===== config.mk =====
export PLATFORM = sky130hd
export DESIGN_NAME = ucc_top
export DESIGN_NICKNAME = d
export VERILOG_FILES = /design/src/design/ucc_pkg.sv /design/src/design/ucc_top.sv
export SDC_FILE = /design/constraint.sdc
export NUM_CORES = 1
export LEC_CHECK = 0
export BUFFER_PORTS_ARGS = -buffer_cell sky130_fd_sc_hd__buf_2
export CAP_MARGIN = 25
export CORE_MARGIN = 3
export CORE_UTILIZATION = 40
export DETAILED_ROUTE_END_ITERATION = 8
export HOLD_SLACK_MARGIN = 0.06
export PLACE_DENSITY_LB_ADDON = 0.1
export REMOVE_ABC_BUFFERS = 1
export SYNTH_ARGS = -nofsm -noshare
export SYNTH_HDL_FRONTEND = slang
export SYNTH_SLANG_ARGS = --single-unit

===== constraint.sdc =====
create_clock -name CLOCK_IN -period 4.2 [get_ports CLOCK_IN]
set_input_delay 0.63 -clock CLOCK_IN [delete_from_list [all_inputs] [get_ports CLOCK_IN]]
set_output_delay 0.63 -clock CLOCK_IN [all_outputs]
set_load 0.03 [all_outputs]

===== src/design/ucc_pkg.sv =====
// package: register map, field positions and reset values of the uart control block
package ucc_pkg;
  localparam logic [1:0] ADDR_CTRL_1 = 2'h0;
  localparam logic [1:0] ADDR_CTRL_2 = 2'h1;
  localparam logic [1:0] ADDR_CTRL_3 = 2'h2;
  localparam logic [1:0] ADDR_STATUS = 2'h3;
  // ctrl_1 fields
  localparam int C1_LOOP = 7;
  localparam int C1_UART_ON = 6;
  localparam int C1_TX_POL_FLIP = 5;
  localparam int C1_NINE_BIT = 4;
  localparam int C1_RESUME_ADDR = 3;
  localparam int C1_IDLE_AFTER_STOP = 2;
  localparam int C1_PARITY_ON = 1;
  localparam int C1_PARITY_ODD = 0;
  // ctrl_2 fields
  localparam int C2_TX_EMPTY_IE = 7;
  localparam int C2_TX_DONE_IE = 6;
  localparam int C2_RX_FULL_IE = 5;
  localparam int C2_IDLE_IE = 4;
  localparam int C2_TX_ON = 3;
  localparam int C2_RX_ON = 2;
  localparam int C2_RX_STANDBY = 1;
  localparam int C2_SEND_BREAK = 0;
  // ctrl_3 fields
  localparam int C3_RX_NINTH = 7;
  localparam int C3_TX_NINTH = 6;
  localparam int C3_OVERRUN_IE = 3;
  localparam int C3_NOISE_IE = 2;
  localparam int C3_FRAME_IE = 1;
  localparam int C3_PARITY_IE = 0;
  localparam logic [7:0] CTRL_1_RST = 8'h00;
  localparam logic [7:0] CTRL_2_RST = 8'h00;
  localparam logic [3:0] CTRL_3_IE_RST = 4'h0;
  // frame lengths in bit times
  localparam logic [3:0] FRAME_LEN_8 = 4'ha;
  localparam logic [3:0] FRAME_LEN_9 = 4'hb;
  localparam logic [15:0] BAUD_DIV_DEFAULT = 16'h0044;
  typedef enum logic [2:0] {UCC_IDLE, UCC_PREAMBLE, UCC_DATA, UCC_BREAK, UCC_IDLE_CHAR} ucc_tx_state_t;
endpackage


===== src/design/ucc_top.sv =====
// uart control and configuration block with transmit framing and receive wake logic
//
// Summary of operation
// - tx polarity flip inverts every serial_out bit
// - nine-bit select picks 9-bit, reset 8-bit
// - frames are start, 8/9 bits, one stop
// - address mark or idle line ends standby
// - idle-after-stop bit is stored only, no logic reads it
// - parity in top bit, generated and checked
// - odd parity when set, even when clear
// - tx irq from empty and done, gated
// - rx irq from full flag when enabled
// - rx irq from idle flag when enabled
// - error irq from four flags, each gated
// - enabling tx sends 10/11 ones preamble
// - disabling tx finishes character then idles
// - tx off-on mid-frame queues idle character
// - rx off keeps flags; reset clears enables
// - standby suppresses rx irqs, wake clears it
// - break pulse spanning a char boundary sends one break; held repeats
// - break toggle before preamble replaces preamble
// - rx ninth bit captured or mirrors bit 7
// - tx ninth bit loaded with data word
// - uart off forces empty/done, blocks tx irq
// - address wake sets full; idle wake silent
//
// The implementer's own choices: the address-and-strobe port and the register addresses.
`timescale 1ns/1ns
`default_nettype none
module ucc_top #(
  parameter logic [15:0] BAUD_DIV = ucc_pkg::BAUD_DIV_DEFAULT
) (
  input wire logic CLOCK_IN,
  input wire logic RST_N_IN,
  input wire logic [1:0] ADDR_IN,
  input wire logic [7:0] WDATA_IN,
  input wire logic WR_IN,
  input wire logic RD_IN,
  output logic [7:0] RDATA_OUT,
  input wire logic TX_DATA_VALID_IN,
  input wire logic [7:0] TX_DATA_IN,
  output logic TX_DATA_TAKE_OUT,
  output logic TX_EMPTY_FLAG_OUT,
  output logic TX_DONE_FLAG_OUT,
  input wire logic RX_CHAR_IN,
  input wire logic [8:0] RX_WORD_IN,
  input wire logic RX_IDLE_LINE_IN,
  input wire logic RX_FULL_FLAG_IN,
  input wire logic IDLE_FLAG_IN,
  input wire logic OVERRUN_FLAG_IN,
  input wire logic NOISE_FLAG_IN,
  input wire logic FRAME_FAULT_FLAG_IN,
  input wire logic PARITY_ERR_FLAG_IN,
  output logic RX_WAKE_FULL_OUT,
  output logic PARITY_FAULT_OUT,
  output logic RX_ACTIVE_OUT,
  output logic BAUD_RUN_OUT,
  output logic SERIAL_OUT,
  output logic TX_IRQ_OUT,
  output logic RX_IRQ_OUT,
  output logic ERR_IRQ_OUT
);
  logic [7:0] ctrl_1_q;
  logic [7:0] ctrl_2_q;
  logic [3:0] ctrl_3_ie_q;
  logic rx_ninth_q;
  logic tx_ninth_q;
  logic pre_pend_q, pre_req, load_data;
  logic wr_c1, wr_c2, wr_c3;
  logic uart_on, nine_bit, parity_on, parity_odd, tx_on, rx_standby, send_break;
  logic [15:0] baud_cnt_q;
  logic bit_tick;
  ucc_pkg::ucc_tx_state_t st_q;
  logic [3:0] bit_cnt_q;
  logic [10:0] shift_q;
  logic line_q;
  logic tx_empty_q;
  logic idle_pending_q;
  logic tx_on_q;
  logic brk_seen_q;
  logic [3:0] frame_len;
  logic [8:0] tx_word;
  logic tx_par;
  logic [10:0] tx_frame;

  assign wr_c1 = WR_IN && (ADDR_IN == ucc_pkg::ADDR_CTRL_1);
  assign wr_c2 = WR_IN && (ADDR_IN == ucc_pkg::ADDR_CTRL_2);
  assign wr_c3 = WR_IN && (ADDR_IN == ucc_pkg::ADDR_CTRL_3);
  assign uart_on = ctrl_1_q[ucc_pkg::C1_UART_ON];
  assign nine_bit = ctrl_1_q[ucc_pkg::C1_NINE_BIT];
  assign parity_on = ctrl_1_q[ucc_pkg::C1_PARITY_ON];
  assign parity_odd = ctrl_1_q[ucc_pkg::C1_PARITY_ODD];
  assign tx_on = ctrl_2_q[ucc_pkg::C2_TX_ON];
  assign rx_standby = ctrl_2_q[ucc_pkg::C2_RX_STANDBY];
  assign send_break = ctrl_2_q[ucc_pkg::C2_SEND_BREAK];

  assign frame_len = nine_bit ? ucc_pkg::FRAME_LEN_9 : ucc_pkg::FRAME_LEN_8;

  // parity replaces the top data bit
  // odd adds one to the xor
  // ninth bit joins the data word
  always_comb begin
    tx_par = 1'b0;
    tx_word = {tx_ninth_q, TX_DATA_IN};
    if (parity_on && nine_bit) begin
      tx_par = (^TX_DATA_IN) ^ parity_odd;
      tx_word = {tx_par, TX_DATA_IN};
    end else if (parity_on) begin
      tx_par = (^TX_DATA_IN[6:0]) ^ parity_odd;
      tx_word = {1'b1, tx_par, TX_DATA_IN[6:0]};
    end
  end

  // start bit low, data lsb first, stop bit high
  assign tx_frame = nine_bit ? {1'b1, tx_word, 1'b0} : {1'b1, 1'b1, tx_word[7:0], 1'b0};

  // control registers; is software's duty, so writes are taken as given
  always_ff @(posedge CLOCK_IN or negedge RST_N_IN) begin
    if (!RST_N_IN) begin
      ctrl_1_q <= ucc_pkg::CTRL_1_RST;
    end else if (wr_c1) begin
      ctrl_1_q <= WDATA_IN;
    end
  end

  // reset clears tx and rx enables
  // wake condition clears standby, set wins over wake
  always_ff @(posedge CLOCK_IN or negedge RST_N_IN) begin
    if (!RST_N_IN) begin
      ctrl_2_q <= ucc_pkg::CTRL_2_RST;
    end else if (wr_c2) begin
      ctrl_2_q <= WDATA_IN;
    end else if (rx_standby && RX_ACTIVE_OUT) begin
      // address mark or idle line wakes
      if (ctrl_1_q[ucc_pkg::C1_RESUME_ADDR] ? (RX_CHAR_IN && (nine_bit ? RX_WORD_IN[8] : RX_WORD_IN[7]))
          : RX_IDLE_LINE_IN) begin
        ctrl_2_q[ucc_pkg::C2_RX_STANDBY] <= 1'b0;
      end
    end
  end

  always_ff @(posedge CLOCK_IN or negedge RST_N_IN) begin
    if (!RST_N_IN) begin
      ctrl_3_ie_q <= ucc_pkg::CTRL_3_IE_RST;
    end else if (wr_c3) begin
      ctrl_3_ie_q <= WDATA_IN[3:0];
    end
  end

  // tx ninth bit kept across reset
  always_ff @(posedge CLOCK_IN) begin
    if (wr_c3) begin
      tx_ninth_q <= WDATA_IN[ucc_pkg::C3_TX_NINTH];
    end
  end

  // capture with data register, mirror bit 7 in 8-bit mode
  always_ff @(posedge CLOCK_IN) begin
    if (RX_CHAR_IN) begin
      rx_ninth_q <= nine_bit ? RX_WORD_IN[8] : RX_WORD_IN[7];
    end
  end

  // check parity on each received character
  always_ff @(posedge CLOCK_IN or negedge RST_N_IN) begin
    if (!RST_N_IN) begin
      PARITY_FAULT_OUT <= 1'b0;
    end else if (RX_CHAR_IN) begin
      PARITY_FAULT_OUT <= parity_on && ((nine_bit ? (^RX_WORD_IN) : (^RX_WORD_IN[7:0])) != parity_odd);
    end else begin
      PARITY_FAULT_OUT <= 1'b0;
    end
  end

  // address wake reports a full register, idle wake does not
  always_ff @(posedge CLOCK_IN or negedge RST_N_IN) begin
    if (!RST_N_IN) begin
      RX_WAKE_FULL_OUT <= 1'b0;
    end else begin
      RX_WAKE_FULL_OUT <= RX_CHAR_IN && rx_standby && ctrl_1_q[ucc_pkg::C1_RESUME_ADDR]
                          && (nine_bit ? RX_WORD_IN[8] : RX_WORD_IN[7]);
    end
  end

  // receiver enable (uart on and rx on) passed to the receiver as a level
  // rx off only stops the receiver, flags untouched
  always_ff @(posedge CLOCK_IN or negedge RST_N_IN) begin
    if (!RST_N_IN) begin
      RX_ACTIVE_OUT <= 1'b0;
    end else begin
      RX_ACTIVE_OUT <= uart_on && ctrl_2_q[ucc_pkg::C2_RX_ON];
    end
  end

  // baud divider stops when uart is off
  always_ff @(posedge CLOCK_IN or negedge RST_N_IN) begin
    if (!RST_N_IN) begin
      baud_cnt_q <= 16'h0000;
    end else if (!uart_on || baud_cnt_q == BAUD_DIV - 16'h0001) begin
      baud_cnt_q <= 16'h0000;
    end else begin
      baud_cnt_q <= baud_cnt_q + 16'h0001;
    end
  end
  assign bit_tick = uart_on && (baud_cnt_q == BAUD_DIV - 16'h0001);

  always_ff @(posedge CLOCK_IN or negedge RST_N_IN) begin
    if (!RST_N_IN) begin
      BAUD_RUN_OUT <= 1'b0;
    end else begin
      BAUD_RUN_OUT <= uart_on;
    end
  end

  // tx_on edge history, for preamble and idle queueing
  always_ff @(posedge CLOCK_IN or negedge RST_N_IN) begin
    if (!RST_N_IN) begin
      tx_on_q <= 1'b0;
    end else begin
      tx_on_q <= tx_on;
    end
  end

  // a break toggle before the preamble is remembered
  always_ff @(posedge CLOCK_IN or negedge RST_N_IN) begin
    if (!RST_N_IN) begin
      brk_seen_q <= 1'b0;
    end else if (send_break) begin
      brk_seen_q <= 1'b1;
    end else if (st_q != ucc_pkg::UCC_IDLE) begin
      brk_seen_q <= 1'b0;
    end
  end

  // enable edge held until a char boundary
  // ticks rarely meet the edge itself, so it is latched
  always_ff @(posedge CLOCK_IN or negedge RST_N_IN) begin
    if (!RST_N_IN) begin
      pre_pend_q <= 1'b0;
    end else if (!uart_on || !tx_on || (bit_tick && bit_cnt_q == 4'h0)) begin
      pre_pend_q <= 1'b0;
    end else if (tx_on && !tx_on_q && st_q == ucc_pkg::UCC_IDLE) begin
      pre_pend_q <= 1'b1;
    end
  end
  assign pre_req = pre_pend_q || (tx_on && !tx_on_q && st_q == ucc_pkg::UCC_IDLE);
  assign load_data = bit_tick && bit_cnt_q == 4'h0 && tx_on && !send_break && !pre_req && !idle_pending_q
                     && TX_DATA_VALID_IN;

  // off then on mid-frame queues one idle character
  always_ff @(posedge CLOCK_IN or negedge RST_N_IN) begin
    if (!RST_N_IN) begin
      idle_pending_q <= 1'b0;
    end else if (tx_on && !tx_on_q && st_q != ucc_pkg::UCC_IDLE) begin
      idle_pending_q <= 1'b1;
    end else if (st_q == ucc_pkg::UCC_IDLE_CHAR) begin
      idle_pending_q <= 1'b0;
    end
  end

  // transmit sequencer; one bit per baud tick
  always_ff @(posedge CLOCK_IN or negedge RST_N_IN) begin
    if (!RST_N_IN) begin
      st_q <= ucc_pkg::UCC_IDLE;
      bit_cnt_q <= 4'h0;
      shift_q <= 11'h7ff;
      line_q <= 1'b1;
    end else if (!uart_on) begin
      st_q <= ucc_pkg::UCC_IDLE;
      line_q <= 1'b1;
    end else if (bit_tick) begin
      if (bit_cnt_q != 4'h0) begin
        line_q <= shift_q[0];
        shift_q <= {1'b1, shift_q[10:1]};
        bit_cnt_q <= bit_cnt_q - 4'h1;
      end else begin
        unique case (st_q)
          ucc_pkg::UCC_IDLE, ucc_pkg::UCC_PREAMBLE, ucc_pkg::UCC_DATA, ucc_pkg::UCC_BREAK,
          ucc_pkg::UCC_IDLE_CHAR: begin
            line_q <= 1'b1;
            st_q <= ucc_pkg::UCC_IDLE;
            // break while set, back to back with no ones
            if (tx_on && (send_break || (brk_seen_q && pre_req))) begin
              st_q <= ucc_pkg::UCC_BREAK;
              shift_q <= 11'h000;
              line_q <= 1'b0;
              bit_cnt_q <= frame_len - 4'h1;
            // fresh enable sends a preamble of all ones
            end else if (tx_on && pre_req) begin
              st_q <= ucc_pkg::UCC_PREAMBLE;
              shift_q <= 11'h7ff;
              bit_cnt_q <= frame_len - 4'h1;
            end else if (tx_on && idle_pending_q) begin
              st_q <= ucc_pkg::UCC_IDLE_CHAR;
              shift_q <= 11'h7ff;
              bit_cnt_q <= frame_len - 4'h1;
            // no new data once tx is off; line rests high
            end else if (tx_on && TX_DATA_VALID_IN) begin
              st_q <= ucc_pkg::UCC_DATA;
              shift_q <= {1'b1, tx_frame[10:1]};
              line_q <= tx_frame[0];
              bit_cnt_q <= frame_len - 4'h1;
            end
          end
          default: st_q <= ucc_pkg::UCC_IDLE;
        endcase
      end
    end
  end

  // inversion applies to every bit, idle included
  always_ff @(posedge CLOCK_IN or negedge RST_N_IN) begin
    if (!RST_N_IN) begin
      SERIAL_OUT <= 1'b1;
    end else begin
      SERIAL_OUT <= line_q ^ ctrl_1_q[ucc_pkg::C1_TX_POL_FLIP];
    end
  end

  // data handoff pulse; a take sets empty and wins over a new load
  always_ff @(posedge CLOCK_IN or negedge RST_N_IN) begin
    if (!RST_N_IN) begin
      TX_DATA_TAKE_OUT <= 1'b0;
    end else begin
      TX_DATA_TAKE_OUT <= load_data;
    end
  end

  // uart off forces empty and done high
  always_ff @(posedge CLOCK_IN or negedge RST_N_IN) begin
    if (!RST_N_IN) begin
      tx_empty_q <= 1'b1;
    end else if (!uart_on || TX_DATA_TAKE_OUT) begin
      tx_empty_q <= 1'b1;
    end else if (TX_DATA_VALID_IN) begin
      tx_empty_q <= 1'b0;
    end
  end

  always_ff @(posedge CLOCK_IN or negedge RST_N_IN) begin
    if (!RST_N_IN) begin
      TX_EMPTY_FLAG_OUT <= 1'b1;
      TX_DONE_FLAG_OUT <= 1'b1;
    end else begin
      TX_EMPTY_FLAG_OUT <= tx_empty_q;
      TX_DONE_FLAG_OUT <= !uart_on || (tx_empty_q && st_q == ucc_pkg::UCC_IDLE && bit_cnt_q == 4'h0);
    end
  end

  // tx request gated by its enables
  // and blocked while uart is off
  // each request is an OR of gated flags
  always_ff @(posedge CLOCK_IN or negedge RST_N_IN) begin
    if (!RST_N_IN) begin
      TX_IRQ_OUT <= 1'b0;
    end else begin
      TX_IRQ_OUT <= uart_on && ((tx_empty_q && ctrl_2_q[ucc_pkg::C2_TX_EMPTY_IE])
                    || (TX_DONE_FLAG_OUT && ctrl_2_q[ucc_pkg::C2_TX_DONE_IE]));
    end
  end

  always_ff @(posedge CLOCK_IN or negedge RST_N_IN) begin
    if (!RST_N_IN) begin
      RX_IRQ_OUT <= 1'b0;
    end else begin
      RX_IRQ_OUT <= !rx_standby && ((RX_FULL_FLAG_IN && ctrl_2_q[ucc_pkg::C2_RX_FULL_IE])
                    || (IDLE_FLAG_IN && ctrl_2_q[ucc_pkg::C2_IDLE_IE]));
    end
  end

  // four error flags, each with its enable
  always_ff @(posedge CLOCK_IN or negedge RST_N_IN) begin
    if (!RST_N_IN) begin
      ERR_IRQ_OUT <= 1'b0;
    end else begin
      ERR_IRQ_OUT <= |({OVERRUN_FLAG_IN, NOISE_FLAG_IN, FRAME_FAULT_FLAG_IN, PARITY_ERR_FLAG_IN} & ctrl_3_ie_q);
    end
  end

  // read data one cycle after the strobe; zero in cycles with no read
  always_ff @(posedge CLOCK_IN or negedge RST_N_IN) begin
    if (!RST_N_IN) begin
      RDATA_OUT <= 8'h00;
    end else if (RD_IN) begin
      unique case (ADDR_IN)
        ucc_pkg::ADDR_CTRL_1: RDATA_OUT <= ctrl_1_q;
        ucc_pkg::ADDR_CTRL_2: RDATA_OUT <= ctrl_2_q;
        ucc_pkg::ADDR_CTRL_3: RDATA_OUT <= {rx_ninth_q, tx_ninth_q, 2'b00, ctrl_3_ie_q};
        ucc_pkg::ADDR_STATUS: RDATA_OUT <= {tx_empty_q, TX_DONE_FLAG_OUT, 3'b000, st_q};
      endcase
    end else begin
      RDATA_OUT <= 8'h00;
    end
  end
endmodule
`default_nettype wire


==> impl_results.md <==
- Status: finished clean
- Fin util: 48.0%
- R2r worst-path depth: 8
- Setup violations, final: 0
- First-pass GRT wire length: 13.5 mm
- Io pins: 59
- Die area: 0.0108 mm2
- Slew Viols, Final: 0
- Initial antenna violation count: 0
- Drt total wl: 8.05 mm
- Top post-synthesis cells by count: dfrtp_1 (63), nor2_1 (36), nand2_1 (31)
- Synthesized instance count: 350
- Seq/Total Area, Yosys: 53.8%
- Post-synth top flop: dfrtp_1
- DRC: 0
- Top-count cell post-synth: dfrtp_1
- Post-CTS Hold Buffers: 0
- Hold Crit Class: input pin to asynchronous set/reset pin
- Top cells by area, synth: dfrtp_1 (41%), dfstp_2 (11%), mux2_2 (5.0%)
- Synth Register Bits: 81
- Ys async rst share: 97.5%
- Crit Path Category: register to register
- Antenna Cells: 0
- Largest net degree at the start of global routing: 80
- Initial Util: 41.2%
- WP data arrival: 3.10 ns
- Clock Sinks: 81
- Crit path launch: bit_cnt_q[0]
- Post-Synth Adder-Cell Area: 0.654%
- Sum Neg Setup Slack: 0 ns
- Max stage delay on crit path: 0.51 ns
- Max Cap Viol: 0
- CTS resizes: 0
- Clk buf depth: 2
- Vias in the first global route: 2726
- Num CTS Buffers: 9
- Power density over cell area: 409 mW/mm2
- TritonCTS clock tree: yes
- Routed Antenna Nets: 0
- Clk_lat worst skew: 0.35 ns
- Slew HR: 35.0%
- Post-synth EDFFs: 2
- Worst setup SP type: register
- Largest family of logic cells by synthesized area: simple AND/OR/NAND/NOR gates
- Synth cell types: 49
- Critical path capture point type: register
- Worst-path clk slew: 0.08 ns
- Leakage power: 0.00194 uW
- Site Rows: 35
- Cell chain of the critical path: inv_1 > ha_1 > or3b_4 > or3_1 > o22a_1 > and3_1 > nand2_1 > mux2_1
- Crit-path max FO: 27
- Actual slew at the worst max-slew pin: 0.976 ns
- Worst reg2reg startpoint: bit_cnt_q[0]
- Tmin final: 2.88 ns
- Average cell area after synthesis: 10.9 um2
- Compound-Gate Fraction of Synth Area: 8.67%
- Largest area contributor in the netlist: dfrtp_1
- Flop2flop setup slack: 1.32 ns
- I/O Buffers: 58
- Synth top area share: 41.2%
- Synth Warn #: 0
- R2r endpoint: bit_cnt_q[2]
- Initial drt markers: 160
- Area grow syn2layout: 16.4%
- GP Congestion: 0.760
- Crit path required time: 4.42 ns
- DR pass1 iterations: 4
- Postcts setup bufs: 0
- Clk root buf: clkbuf_8
- Total number of vias: 2752
- Final Net Count: 452
- Post-synthesis mux area share: 10.2%
- RSZ-0062 raised after global routing: false
- Die W: 104 um
- Fin. Hold Viols: 0
- Synth Area in XOR/XNOR: 6.41%
- Core Area: 0.00928 mm2
- Overall global routing resource usage: 15.3%
- Crit share post-route: 68.5%
- Layout cells sized above 1: 29.2%
- Clock Skew: 0.0130 ns
- Vias per inst: 5.06
- Netlist Area Pre-Place: 0.00383 mm2
- Dpl hpwl: 5.65 mm
- Grt ovf: 0
- Simple-gate share of the synthesized area: 17.7%
- Worst vdd ir: 193 uV
- Die Y: 104 um
- Slowest cell on crit path: or3b_4
- FMAX: 0.348 GHz
- H-Tree Level Count: 3
- Setup crit end: bit_cnt_q[2]
- Mean routed wirelength per cell: 14.8 um
[cell families after synthesis]
kind of cell / Yosys count
and+or+nand+nor: 133
muxes: 30
adders and majority gates: 2
xor gates and xnor gates: 28
AOI/OAI and AO/OA: 55
DFF: 81
buffers and inverters: 21
[cell usage in the layout (no fill, tap or decap), types with 2 or more instances in the layout]
master and n:
and2_1 9, xor2_1 10, mux2_2 17, clkbuf_8 11
mux4_2 5, ha_1 2, or2_2 2, a22oi_1 4
mux2i_1 6, nor3_1 3, nor4_1 4, nor2_1 36
buf_2 57, and3_1 8, a21oi_1 8, dfrtp_1 63
a31oi_1 7, o21ai_0 25, nand2_1 31, nand4_1 5
nand3b_1 3, o211ai_1 2, nor2b_1 4, dfstp_2 16
xnor2_1 18, nand2b_1 5, inv_1 11, edfxtp_1 2
nand3_1 11, or3_1 5
[worst min path at each step]
stage | startpoint | end | slack [ns] | cells after the start
6_report | RST_N_IN | baud_cnt_q[5] | 0.21 | 1
3_5_place_dp | tx_empty_q | TX_EMPTY_FLAG_OUT | 0.41 | 0
2_1_floorplan | RST_N_IN | BAUD_RUN_OUT | 0.33 | 0
5_1_grt | RST_N_IN | baud_cnt_q[5] | 0.23 | 1
3_3_place_gp | tx_empty_q | TX_EMPTY_FLAG_OUT | 0.41 | 0
4_1_cts | tx_empty_q | TX_EMPTY_FLAG_OUT | 0.42 | 0
[final cells by class]
class	count	area, um2
Sequential cell	81	2060
Multi-Input combinational cell	248	1670
Timing Repair Buffer	59	320
Clock inverter	4	51.3
Clock buffer	12	155
Inverter	11	41.3
Tap cell	129	161
Fill cell	903	4830
[critical path, delay by kind of cell (launching register included)]
family	cells	cell delay [ns]
mux	1	0.34
fa+ha+maj	1	0.15
buf+inv	1	0.08
simple gates	4	1.54
compound gates	1	0.19
flops	1	0.44
[flip-flops by register name, indices dropped and copies added, names as in the netlist, 3 cells and up]
signal	count
ctrl_1_q	8
st_q	3
baud_cnt_q	16
RDATA_OUT	8
bit_cnt_q	4
shift_q	11
ctrl_3_ie_q	4
ctrl_2_q	8
[stage by stage]
step	std cells	setup WS [ns]	hold slack (ns)	power (uW)	instance area (um2)
6_report	544	1.32	0.208	1820	4450
5_1_grt	544	1.11	0.227	1910	4450
4_1_cts	543	1.32	0.420	1840	4430
3_5_place_dp	527	1.35	0.408	1250	4220
3_3_place_gp	527	1.42	0.408	1250	4220
2_1_floorplan	340	1.61	0.334	1130	3770
[routing by layer]
layer / wire, um / track usage, %
met1: 3750 / 21.1
met4: 140 / 5.79
met3: 309 / 2.80
met2: 3850 / 24.3
met5: 0 / 0
[report_power, final]
group          total (uW)  switching [uW]  internal [uW]  leakage [uW]
clock network         587             279            308      0.000103
logic                 305             168            138      0.000846
registers             928            69.2            859      0.000996
total                1820             516           1300       0.00194
Power figures use the tool's default switching activity.
